**src/cam_pkg.sv**
```systemverilog
`default_nettype none
package cam_pkg;
    // ----------------------------------------
    // Register offsets
    // ----------------------------------------
    localparam logic [7:0] CAM_ADDR_CONFIG_TWO  = 8'h73;
    localparam logic [7:0] CAM_ADDR_MASK_ONE    = 8'h74;
    localparam logic [7:0] CAM_ADDR_MASK_TWO    = 8'h75;
    localparam logic [7:0] CAM_ADDR_CHAN_SELECT = 8'h55;
    localparam logic [7:0] CAM_ADDR_DUTY_CUR1   = 8'h30;
    localparam logic [7:0] CAM_ADDR_DUTY_CUR3   = 8'h32;

    // ----------------------------------------
    // Reset values
    // ----------------------------------------
    localparam logic [7:0] CAM_RST_CONFIG_TWO = 8'h00;
    localparam logic [7:0] CAM_RST_MASK_ONE   = 8'h00;
    localparam logic [7:0] CAM_RST_MASK_TWO   = 8'h00;
    localparam logic [7:0] CAM_DUTY_OFF       = 8'h00;

    // ----------------------------------------
    // Field positions
    // ----------------------------------------
    localparam int CAM_BIT_BYPASS_DIVIDER   = 5;
    localparam int CAM_BIT_SINGLE_CHANNEL   = 6;
    localparam int CAM_BIT_POWER_DOWN       = 7;
    localparam int CAM_BIT_CORE_RAIL        = 1;
    localparam int CAM_BIT_SUPPLY_33        = 2;
    localparam int CAM_BIT_REMOTE_A_TEMP    = 4;
    localparam int CAM_BIT_LOCAL_TEMP       = 5;
    localparam int CAM_BIT_REMOTE_B_TEMP    = 6;
    localparam int CAM_BIT_GROUP_TWO_LIMIT  = 7;
    localparam int CAM_BIT_OVERHEAT_EVENT   = 1;
    localparam int CAM_BIT_FIRST_FAN        = 2;
    localparam int CAM_BIT_FOURTH_FAN_TIMER = 5;
    localparam int CAM_BIT_REMOTE_A_DIODE   = 6;
    localparam int CAM_BIT_REMOTE_B_DIODE   = 7;
    localparam int CAM_CHAN_SEL_LSB         = 5;
    localparam int CAM_NUM_FANS             = 4;

    // ----------------------------------------
    // Channel codes
    // ----------------------------------------
    typedef enum logic [2:0] {
        CAM_CH_RSV0     = 3'h0,
        CAM_CH_CORE     = 3'h1,
        CAM_CH_SUPPLY   = 3'h2,
        CAM_CH_RSV3     = 3'h3,
        CAM_CH_RSV4     = 3'h4,
        CAM_CH_REMOTE_A = 3'h5,
        CAM_CH_LOCAL    = 3'h6,
        CAM_CH_REMOTE_B = 3'h7
    } cam_chan_type;
endpackage
`default_nettype wire

```
**src/cam_config_and_alert_mask.sv**
```systemverilog
`default_nettype none
// Function
// - Bit five bypasses core-rail input divider
// - Bit six selects single-channel conversion mode
// - Single-channel mode converts chosen input continuously
// - Channel from 0x55 bits 7:5, reserved codes
// - Shutdown drives all fans to inactive level
// - Shutdown makes duty-cycle reads return zero
// - Write lock makes config two read-only
// - Config and masks reset to zero
// - Mask one bits 1,2 block voltage alerts
// - Mask one bits 4-6 block temperature alerts
// - Mask one bit 7 blocks group two
// - Mask two bit 1 blocks overheat alerts
// - Mask two bits 2-4 block fan faults
// - Bit five blocks fan four or timer
// - Bits 6,7 block diode fault alerts
// - Alert output only when alert pin enabled
module cam_config_and_alert_mask
    import cam_pkg::*;
(
    input  wire logic       clk,
    input  wire logic       rst,
    input  wire logic       reg_wr,
    input  wire logic       reg_rd,
    input  wire logic [7:0] reg_addr,
    input  wire logic [7:0] reg_wdata,
    output logic      [7:0] reg_rdata,
    output logic            reg_hit,
    input  wire logic       write_lock,
    input  wire logic       alert_pin_enable,
    input  wire logic       polarity_flip,
    input  wire logic       speed_input_four_is_overheat,
    input  wire logic [7:0] chan_select_reg,
    input  wire logic [7:0] duty_current [CAM_NUM_FANS],
    input  wire logic [7:0] status_one,
    input  wire logic [7:0] status_two,
    input  wire logic [3:0] fan_drive_in,
    output logic      [3:0] fan_drive_out,
    output logic            bypass_input_divider,
    output logic            single_channel_mode,
    output logic            round_robin_enable,
    output logic      [2:0] single_channel_mode_channel,
    output logic            single_channel_mode_channel_valid,
    output logic            power_down_bit,
    output logic            alert_n_out,
    output logic            alert_n_oe
);

    // ----------------------------------------
    // State
    // ----------------------------------------
    typedef struct packed {
        logic [7:0] config_two;
        logic [7:0] alert_mask_one;
        logic [7:0] alert_mask_two;
        logic [7:0] rdata;
        logic       hit;
        logic       alert;
    } cam_state_type;

    cam_state_type st_r;
    cam_state_type st_nxt;

    function automatic logic is_duty_addr(input logic [7:0] a);
        is_duty_addr = (a >= CAM_ADDR_DUTY_CUR1) && (a <= CAM_ADDR_DUTY_CUR3);
    endfunction

    function automatic logic is_reserved_chan(input logic [2:0] c);
        is_reserved_chan = (c == CAM_CH_RSV0) || (c == CAM_CH_RSV3) || (c == CAM_CH_RSV4);
    endfunction

    logic [7:0] m1;
    logic [7:0] m2;
    logic [7:0] pass_one;
    logic [7:0] pass_two;
    logic [2:0] sel;
    logic       wr_cfg_ok;

    assign m1  = st_r.alert_mask_one;
    assign m2  = st_r.alert_mask_two;
    assign sel = chan_select_reg[CAM_CHAN_SEL_LSB +: 3];

    // ----------------------------------------
    // Alert gating
    // ----------------------------------------
    // Status is recorded outside; only the alert path is masked
    always_comb begin
        pass_one = status_one & ~m1;
        pass_one[CAM_BIT_GROUP_TWO_LIMIT] = 1'b0;
        pass_one[3] = status_one[3];
        pass_one[0] = status_one[0];
        // Group mask overrides every per-source bit of the second status byte
        // Fan four bit covers the timer event too when its pin serves as overheat input
        pass_two = m1[CAM_BIT_GROUP_TWO_LIMIT] ? 8'h00 : (status_two & ~m2);
        pass_two[0] = 1'b0;
    end

    // ----------------------------------------
    // Next state
    // ----------------------------------------
    always_comb begin
        st_nxt = st_r;
        wr_cfg_ok = reg_wr && (reg_addr == CAM_ADDR_CONFIG_TWO) && !write_lock;
        if (wr_cfg_ok) begin
            st_nxt.config_two = reg_wdata;
        end
        if (reg_wr && (reg_addr == CAM_ADDR_MASK_ONE)) begin
            st_nxt.alert_mask_one = reg_wdata;
        end
        if (reg_wr && (reg_addr == CAM_ADDR_MASK_TWO)) begin
            st_nxt.alert_mask_two = reg_wdata;
        end
        st_nxt.hit   = 1'b0;
        st_nxt.rdata = st_r.rdata;
        if (reg_rd) begin
            st_nxt.hit = 1'b1;
            unique case (reg_addr)
                CAM_ADDR_CONFIG_TWO: st_nxt.rdata = st_r.config_two;
                CAM_ADDR_MASK_ONE:   st_nxt.rdata = st_r.alert_mask_one;
                CAM_ADDR_MASK_TWO:   st_nxt.rdata = st_r.alert_mask_two;
                default: begin
                    st_nxt.hit   = 1'b0;
                    st_nxt.rdata = 8'h00;
                end
            endcase
            if (is_duty_addr(reg_addr)) begin
                st_nxt.hit   = 1'b1;
                // Shutdown hides the live duty so software sees fans idle
                st_nxt.rdata = st_r.config_two[CAM_BIT_POWER_DOWN] ? CAM_DUTY_OFF
                             : duty_current[2'(reg_addr - CAM_ADDR_DUTY_CUR1)];
            end
        end
        st_nxt.alert = alert_pin_enable && ((|pass_one) || (|pass_two));
    end

    always_ff @(posedge clk or posedge rst) begin
        if (rst) begin
            st_r.config_two     <= CAM_RST_CONFIG_TWO;
            st_r.alert_mask_one <= CAM_RST_MASK_ONE;
            st_r.alert_mask_two <= CAM_RST_MASK_TWO;
            st_r.rdata          <= 8'h00;
            st_r.hit            <= 1'b0;
            st_r.alert          <= 1'b0;
        end else begin
            st_r <= st_nxt;
        end
    end

    // ----------------------------------------
    // Outputs
    // ----------------------------------------
    assign reg_rdata            = st_r.rdata;
    assign reg_hit              = st_r.hit;
    assign bypass_input_divider = st_r.config_two[CAM_BIT_BYPASS_DIVIDER];
    assign single_channel_mode  = st_r.config_two[CAM_BIT_SINGLE_CHANNEL];
    assign round_robin_enable   = ~st_r.config_two[CAM_BIT_SINGLE_CHANNEL];
    assign single_channel_mode_channel         = sel;
    assign single_channel_mode_channel_valid   = single_channel_mode && !is_reserved_chan(sel);
    assign power_down_bit       = st_r.config_two[CAM_BIT_POWER_DOWN];

    genvar g;
    generate
        for (g = 0; g < CAM_NUM_FANS; g++) begin : g_fan
            // Inactive level follows polarity so the fan stops either way
            assign fan_drive_out[g] = power_down_bit ? polarity_flip : fan_drive_in[g];
        end
    endgenerate

    // Open-drain, active low: drive low from one clock after an unmasked event is seen until one clock after it clears
    assign alert_n_out = 1'b0;
    assign alert_n_oe  = st_r.alert;

endmodule
`default_nettype wire

```
**config.mk**
```make
export PLATFORM = sky130hd
export DESIGN_NAME = cam_config_and_alert_mask
export DESIGN_NICKNAME = d
export VERILOG_FILES = /design/src/cam_pkg.sv /design/src/cam_config_and_alert_mask.sv
export SDC_FILE = /design/constraint.sdc
export NUM_CORES = 1
export LEC_CHECK = 0
export BUFFER_PORTS_ARGS = -buffer_cell sky130_fd_sc_hd__buf_2
export CAP_MARGIN = 30
export CORE_AREA = 4 4 65 96
export DETAILED_ROUTE_END_ITERATION = 10
export DIE_AREA = 0 0 69 100
export PLACE_DENSITY = 0.7
export SLEW_MARGIN = 20
export SYNTH_ARGS = -nofsm -noshare
export SYNTH_HDL_FRONTEND = slang
export SYNTH_SLANG_ARGS = --single-unit
```
**constraint.sdc**
```tcl
create_clock -name clk -period 1.4 [get_ports clk]
set_input_delay 0.14 -clock clk [delete_from_list [all_inputs] [get_ports clk]]
set_output_delay 0.14 -clock clk [all_outputs]
set_load 0.005 [all_outputs]
```
==> results of run 1 <==
[cells in the mapped netlist (4+ instances only)]
library cell	instances
dfrtp_1	34
mux2i_1	7
mux4_1	7
o221ai_1	6
o21ai_0	6
buf_2	4
nand2_1	5
nor2_1	5
buf_4	12
o221a_2	4
a21oi_1	8
nor2b_1	9
inv_1	20
mux2_2	25
[cell families after synthesis]
logic type | after synthesis | share of synthesized area (%)
muxes | 41 | 27.2
and+or+nand+nor | 27 | 8.19
buffers and inverters | 39 | 10.4
other | 1 | 0.178
DFF | 34 | 40.4
AOI/OAI and AO/OA | 38 | 13.6
[state kept, by name, indices dropped and copies added, names as in the netlist]
| name | cells |
|---|---|
| alert_n_oe | 1 |
| bypass_input_divider | 1 |
| m1 | 8 |
| m2 | 8 |
| power_down_bit | 1 |
| reg_hit | 1 |
| reg_rdata | 8 |
| single_channel_mode | 1 |
| st_r | 5 |
[worst max-delay path by stage]
| stage | end | slack, ns | depth (start not counted) |
|---|---|---|---|
| after floorplan | reg_rdata[4]$_DFFE_PP0P_ | 0.13 | 4 |
| after global placement | reg_rdata[5]$_DFFE_PP0P_ | -0.03 | 5 |
| after detailed placement | reg_rdata[2]$_DFFE_PP0P_ | -0.04 | 7 |
| after CTS | fan_drive_out[0] | 0.05 | 4 |
| after global routing | fan_drive_out[0] | 0.03 | 4 |
| final | fan_drive_out[0] | 0.11 | 4 |
[worst max-delay path: cells and delay by family, from the launching register on]
| kind | cells | cell delay (ns) |
|---|---|---|
| AO/OA/AOI/OAI | 1 | 0.09 |
| AND/OR/NAND/NOR | 1 | 0.09 |
| flip-flops | 1 | 0.40 |
| buffers and inverters | 2 | 0.28 |
[layout make-up]
| type | count | share of cell area [%] |
|---|---|---|
| clock inverters | 2 | 0.361 |
| multi-input cells | 107 | 37.4 |
| inverters | 20 | 2.70 |
| repair buffers | 116 | 23.3 |
| clock buffers | 5 | 2.48 |
| flip-flops and latches | 34 | 30.6 |
| well taps | 70 | 3.15 |
[metal layers]
metal	up-vias	share of wire [%]	wire length [um]	track usage, %
met2	64	55	3120	31.8
li1	867	-	-	-
met3	8	6.3	356	4.91
met4	0	1.9	106	6.32
met1	854	37	2080	18.0
met5	-	0	0	0
[through the flow]
stage	worst slack [ns]	std cells	total power, uW
3_3_place_gp	-0.0301	345	1470
5_1_grt	0.0256	354	2270
6_report	0.112	354	2150
3_5_place_dp	-0.0378	345	1480
4_1_cts	0.0515	353	2170
2_1_floorplan	0.128	180	1300
[repair_timing]
item,in CTS,in global routing
endpoints found under the setup margin,0,4
buffers inserted,0,1
hold buffers,1,0
gates resized for setup,0,1
hold endpoints to repair,34,0
[power by group]
| group | internal [uW] | switching (uW) | leakage (uW) |
|---|---|---|---|
| sequential | 1030 | 27.6 | 0.000460 |
| combinational | 234 | 176 | 0.00100 |
| clock | 333 | 352 | 0.0000438 |
==> metrics.txt, run 1 <==
Post-Syn Nets 264; CTS tree built; Inserted Diodes 0; worst-skew pair later-pin latency 0.29 ns; worst hold start reg_addr[3]; static leakage roughly 0.0015 uW; Tcrit/Tclk final 92.0%; sequential cell area about 850 um^2; Worst Reg-to-Reg Cells 4; GP Congestion about 0.74; sequential area share after synthesis 40.4%; Hold EP reg_hit$_DFF_PP0_; DIE WIDTH 69 um; Pwr Density between 700 and 800 mW/mm^2; critical path class flip-flop to output port; Yosys cell types 36; final number of hold-violating endpoints 0; Reg clk slew, reported paths 0.07 ns; Post-Route WL 5670 um; Max Clock Skew 0.00426 ns; initial antenna violation count 0; DRC Markers 0; post-synthesis async set-or-reset flop share 100%; maximum fanout along the worst path 12; Multi-input gate area between 0.001 and 0.0015 mm^2; EDFF count, synth 0; first-pass GRT wire length about 9300 um; CP required between 1 and 1.5 ns; Buffers on Ports 97; most frequent cells in the layout buf_2 (97), dfrtp_1 (34), mux2_2 (25); starting density of the core 38.7%; Max-Cap Viols 0; FF-to-FF Start m1[7]$_DFFE_PP0P_; Mapped Area ~0.0021 mm^2; gr ovfl total 0; commonest non-fill, non-tap cell in the layout buf_2; die area between 0.006 and 0.007 mm^2; synth warn 0; Syn Inst Count 180; crit path cell chain buf_6 > nand2_1 > o21ai_0 > buf_2; I/O pins 107; min Tclk post-route 1.29 ns; flop and latch count out of synthesis 34; Root Driver clkbuf_8; final setup fails 0; worst hold margin 0.0425 ns; Worst Path Arrival 1.15 ns; post-detail-place hpwl approximately 4600 um; drt via density 5.06; Fillers 534; Worst Setup SP power_down_bit$_DFFE_PP0P_; ANT nets after route 0; site row count 33; CP max stage cell dfrtp_1; Iter 0 DRT Violations 53; clk buf depth 2; Die H roughly 100 um; post-synth top area share a little over 40%; status completed; Main synth FF type dfrtp_1; Max VDD drop approximately 0.44 mV; number of global-route vias before repair slightly below 2000; pin count of the biggest net entering global routing 35; Final #Nets 368; CP Launch Type flip-flop; share of layout cells above drive strength 1 55.3%; Via Count 1793; CP Capture Type output port; worst min path class input port to flip-flop; capturing point of the worst reg2reg path reg_rdata[7]$_DFFE_PP0P_; cts bufs inserted 5; Finished Core Util 50.9%; largest stage delay on the critical path 0.40 ns; total negative setup slack 0 ns; Max Freq 776 MHz; Area growth syn-to-layout 31.7%; RSZ-0062 raised after global routing false; placed instance area 0.00268 mm^2; largest area contributor in the netlist dfrtp_1; core area 0.00545 mm^2; flop-to-flop setup slack 0.13 ns; Sink Count 34; syn_area_per_cell 11.7 um^2; design area ~0.0028 mm^2; Slew Limit Fails 0; Hold Path Stages 2; top post-synthesis cells by area dfrtp_1 (40%), mux2_2 (13%), mux4_1 (8.7%); Overall Global Routing Usage 17.0%; H-tree Lvls 2; drt pass-1 iters 4; WL/cell 16.0 um
Power figures use the tool's default switching activity.
==> run 2, diff against run 1 <==
--- a/config.mk
+++ b/config.mk
@@ -10,7 +10,7 @@
 export CORE_AREA = 4 4 65 96
 export DETAILED_ROUTE_END_ITERATION = 10
 export DIE_AREA = 0 0 69 100
-export PLACE_DENSITY = 0.7
+export PLACE_DENSITY = 0.71
 export SLEW_MARGIN = 20
 export SYNTH_ARGS = -nofsm -noshare
 export SYNTH_HDL_FRONTEND = slang
==> run 2 against run 1 <==
Against the previous run: critical path depth is the same; sequential power is essentially flat; combinational power fell by 1%; cell count decreased by 0.56%; die area stayed put; wire length shrank 5.3%; first-iteration DRC count shrank 26%; critical path type is now flip-flop to flip-flop; critical endpoint is now reg_rdata[7]$_DFFE_PP0P_.
==> metrics.txt, run 2 (synthesized netlist as in run 1, its figures left out) <==
status completed; Post-CTS Setup Bufs 0; largest stage delay on the critical path around 0.4 ns; most frequent cells in the layout buf_2 (97), dfrtp_1 (34), mux2_2 (25); Worst Path Arrival 1.45 ns; Iter 0 DRT Violations 39; share of layout cells above drive strength 1 55.0%; DRC Markers 0; CP required 1.56 ns; final setup fails 0; commonest non-fill, non-tap cell in the layout buf_2; critical path class flip-flop to flip-flop; Slew Limit Fails 0; Sink Count 34; post-detail-place hpwl 4440 um; CP Launch Type flip-flop; worst path bufs/invs 0; CP delay by family, top compound AO/OA/AOI/OAI gates; ANT nets after route 0; Via Count around 1800; placed instance area around 0.0027 mm^2; GP Congestion 0.754; DIE WIDTH 69 um; design area roughly 0.0028 mm^2; clk buf depth 2; I/O pins 107; final number of hold-violating endpoints 0; Overall Global Routing Usage about 16%; Pwr Density roughly 780 mW/mm^2; Max VDD drop approximately 0.42 mV; maximum fanout along the worst path 3; Tcrit/Tclk final between 90% and 100%; worst min path class input port to flip-flop; Max Freq 774 MHz; pin count of the biggest net entering global routing 35; Area growth syn-to-layout 31.3%; Clk pwr share around 32%; Max Clock Skew 0.00263 ns; pre-CTS WS -0.0422 ns; RSZ-0062 raised after global routing false; drt via density just over 5; die area 0.00690 mm^2; min Tclk post-route 1.29 ns; Final #Nets 367; cts bufs inserted 5; static leakage around 0.0015 uW; CP max stage cell dfrtp_1; WL/cell 15.2 um; Post-Route WL approximately 5400 um; number of global-route vias before repair approximately 1800; Root Driver clkbuf_8; starting density of the core 38.7%; Buffers on Ports slightly below 100; Comb pwr share roughly a fifth; H-tree Lvls 2; Seq pwr share 48.9%; Die H approximately 100 um; Reg clk slew, reported paths 0.07 ns; Int Pwr 1640 uW; crit path cell chain mux2_2 > a32oi_1 > nor2_1 > a211o_1; CP Capture Type flip-flop; Inserted Diodes 0; drt pass-1 iters 6; first-pass GRT wire length between 8000 and 9000 um; Multi-input gate area a little over 0.001 mm^2; switching part of the total power 24.1%; site row count 33; worst-skew pair later-pin latency 0.27 ns; initial antenna violation count 0; sequential cell area 851 um^2; core area 0.00545 mm^2; Fillers approximately 530; Final WS setup 0.108 ns; CTS tree built; gr ovfl total 0; Psw roughly 520 uW; Max-Cap Viols 0
-- run 2: final cells by class --
cell class | instances | share of cell area (%)
Timing Repair Buffer | 115 | 23.0
Inverter | 20 | 2.71
Clock buffer | 6 | 2.98
Multi-Input combinational cell | 107 | 37.5
Sequential cell | 34 | 30.7
Tap cell | 70 | 3.16
-- run 2: repair_timing --
item,in CTS,in global routing
hold endpoints to repair,34,0
hold buffers,1,0
resized for setup,0,0
setup endpoints to repair,0,1
-- run 2: power groups by stage --
| stage | clock [uW] | sequential (uW) | combinational [uW] |
|---|---|---|---|
| after floorplan | 0 | 1060 | 233 |
| after global placement | 0 | 1070 | 396 |
| after CTS | 716 | 1050 | 410 |
| final | 698 | 1050 | 404 |
| after detailed placement | 0 | 1070 | 406 |
| after global routing | 753 | 1060 | 451 |
-- run 2: per-layer routing --
metal  GRT usage, %  wire [um]  up-vias
met5              0          0        -
met4           5.86        108        0
met3           3.51        318        8
met2           29.2       2910       60
met1           17.4       2030      856
li1               -          -      866
-- run 2: final timing paths --
check                                       start                       end  slack (ns)  cells past startpoint
max in group asynchronous                     rst         m1[2]$_DFFE_PP0P_        0.59                      4
worst max-delay path            m1[7]$_DFFE_PP0P_  reg_rdata[7]$_DFFE_PP0P_        0.11                      4
worst min-delay path                  reg_addr[3]         reg_hit$_DFF_PP0_        0.05                      2
worst min register to register  m2[0]$_DFFE_PP0P_         m2[0]$_DFFE_PP0P_        0.51                      1
min in group asynchronous                     rst  reg_rdata[0]$_DFFE_PP0P_        0.50                      4
worst max register to register  m1[7]$_DFFE_PP0P_  reg_rdata[7]$_DFFE_PP0P_        0.11                      4
-- run 2: metrics by stage --
step | utilization [%] | TNS [ns] | total power (uW) | hold WS, ns | std cells
floorplan | - | 0 | 1300 | 0.213 | 180
global placement | 49.1 | -0.112 | 1470 | 0.255 | 345
detailed placement | 49.1 | -0.160 | 1480 | 0.260 | 345
CTS | 50.8 | 0 | 2180 | 0.0432 | 352
global route | 50.8 | 0 | 2260 | 0.0408 | 352
finish | 50.8 | 0 | 2160 | 0.0541 | 352
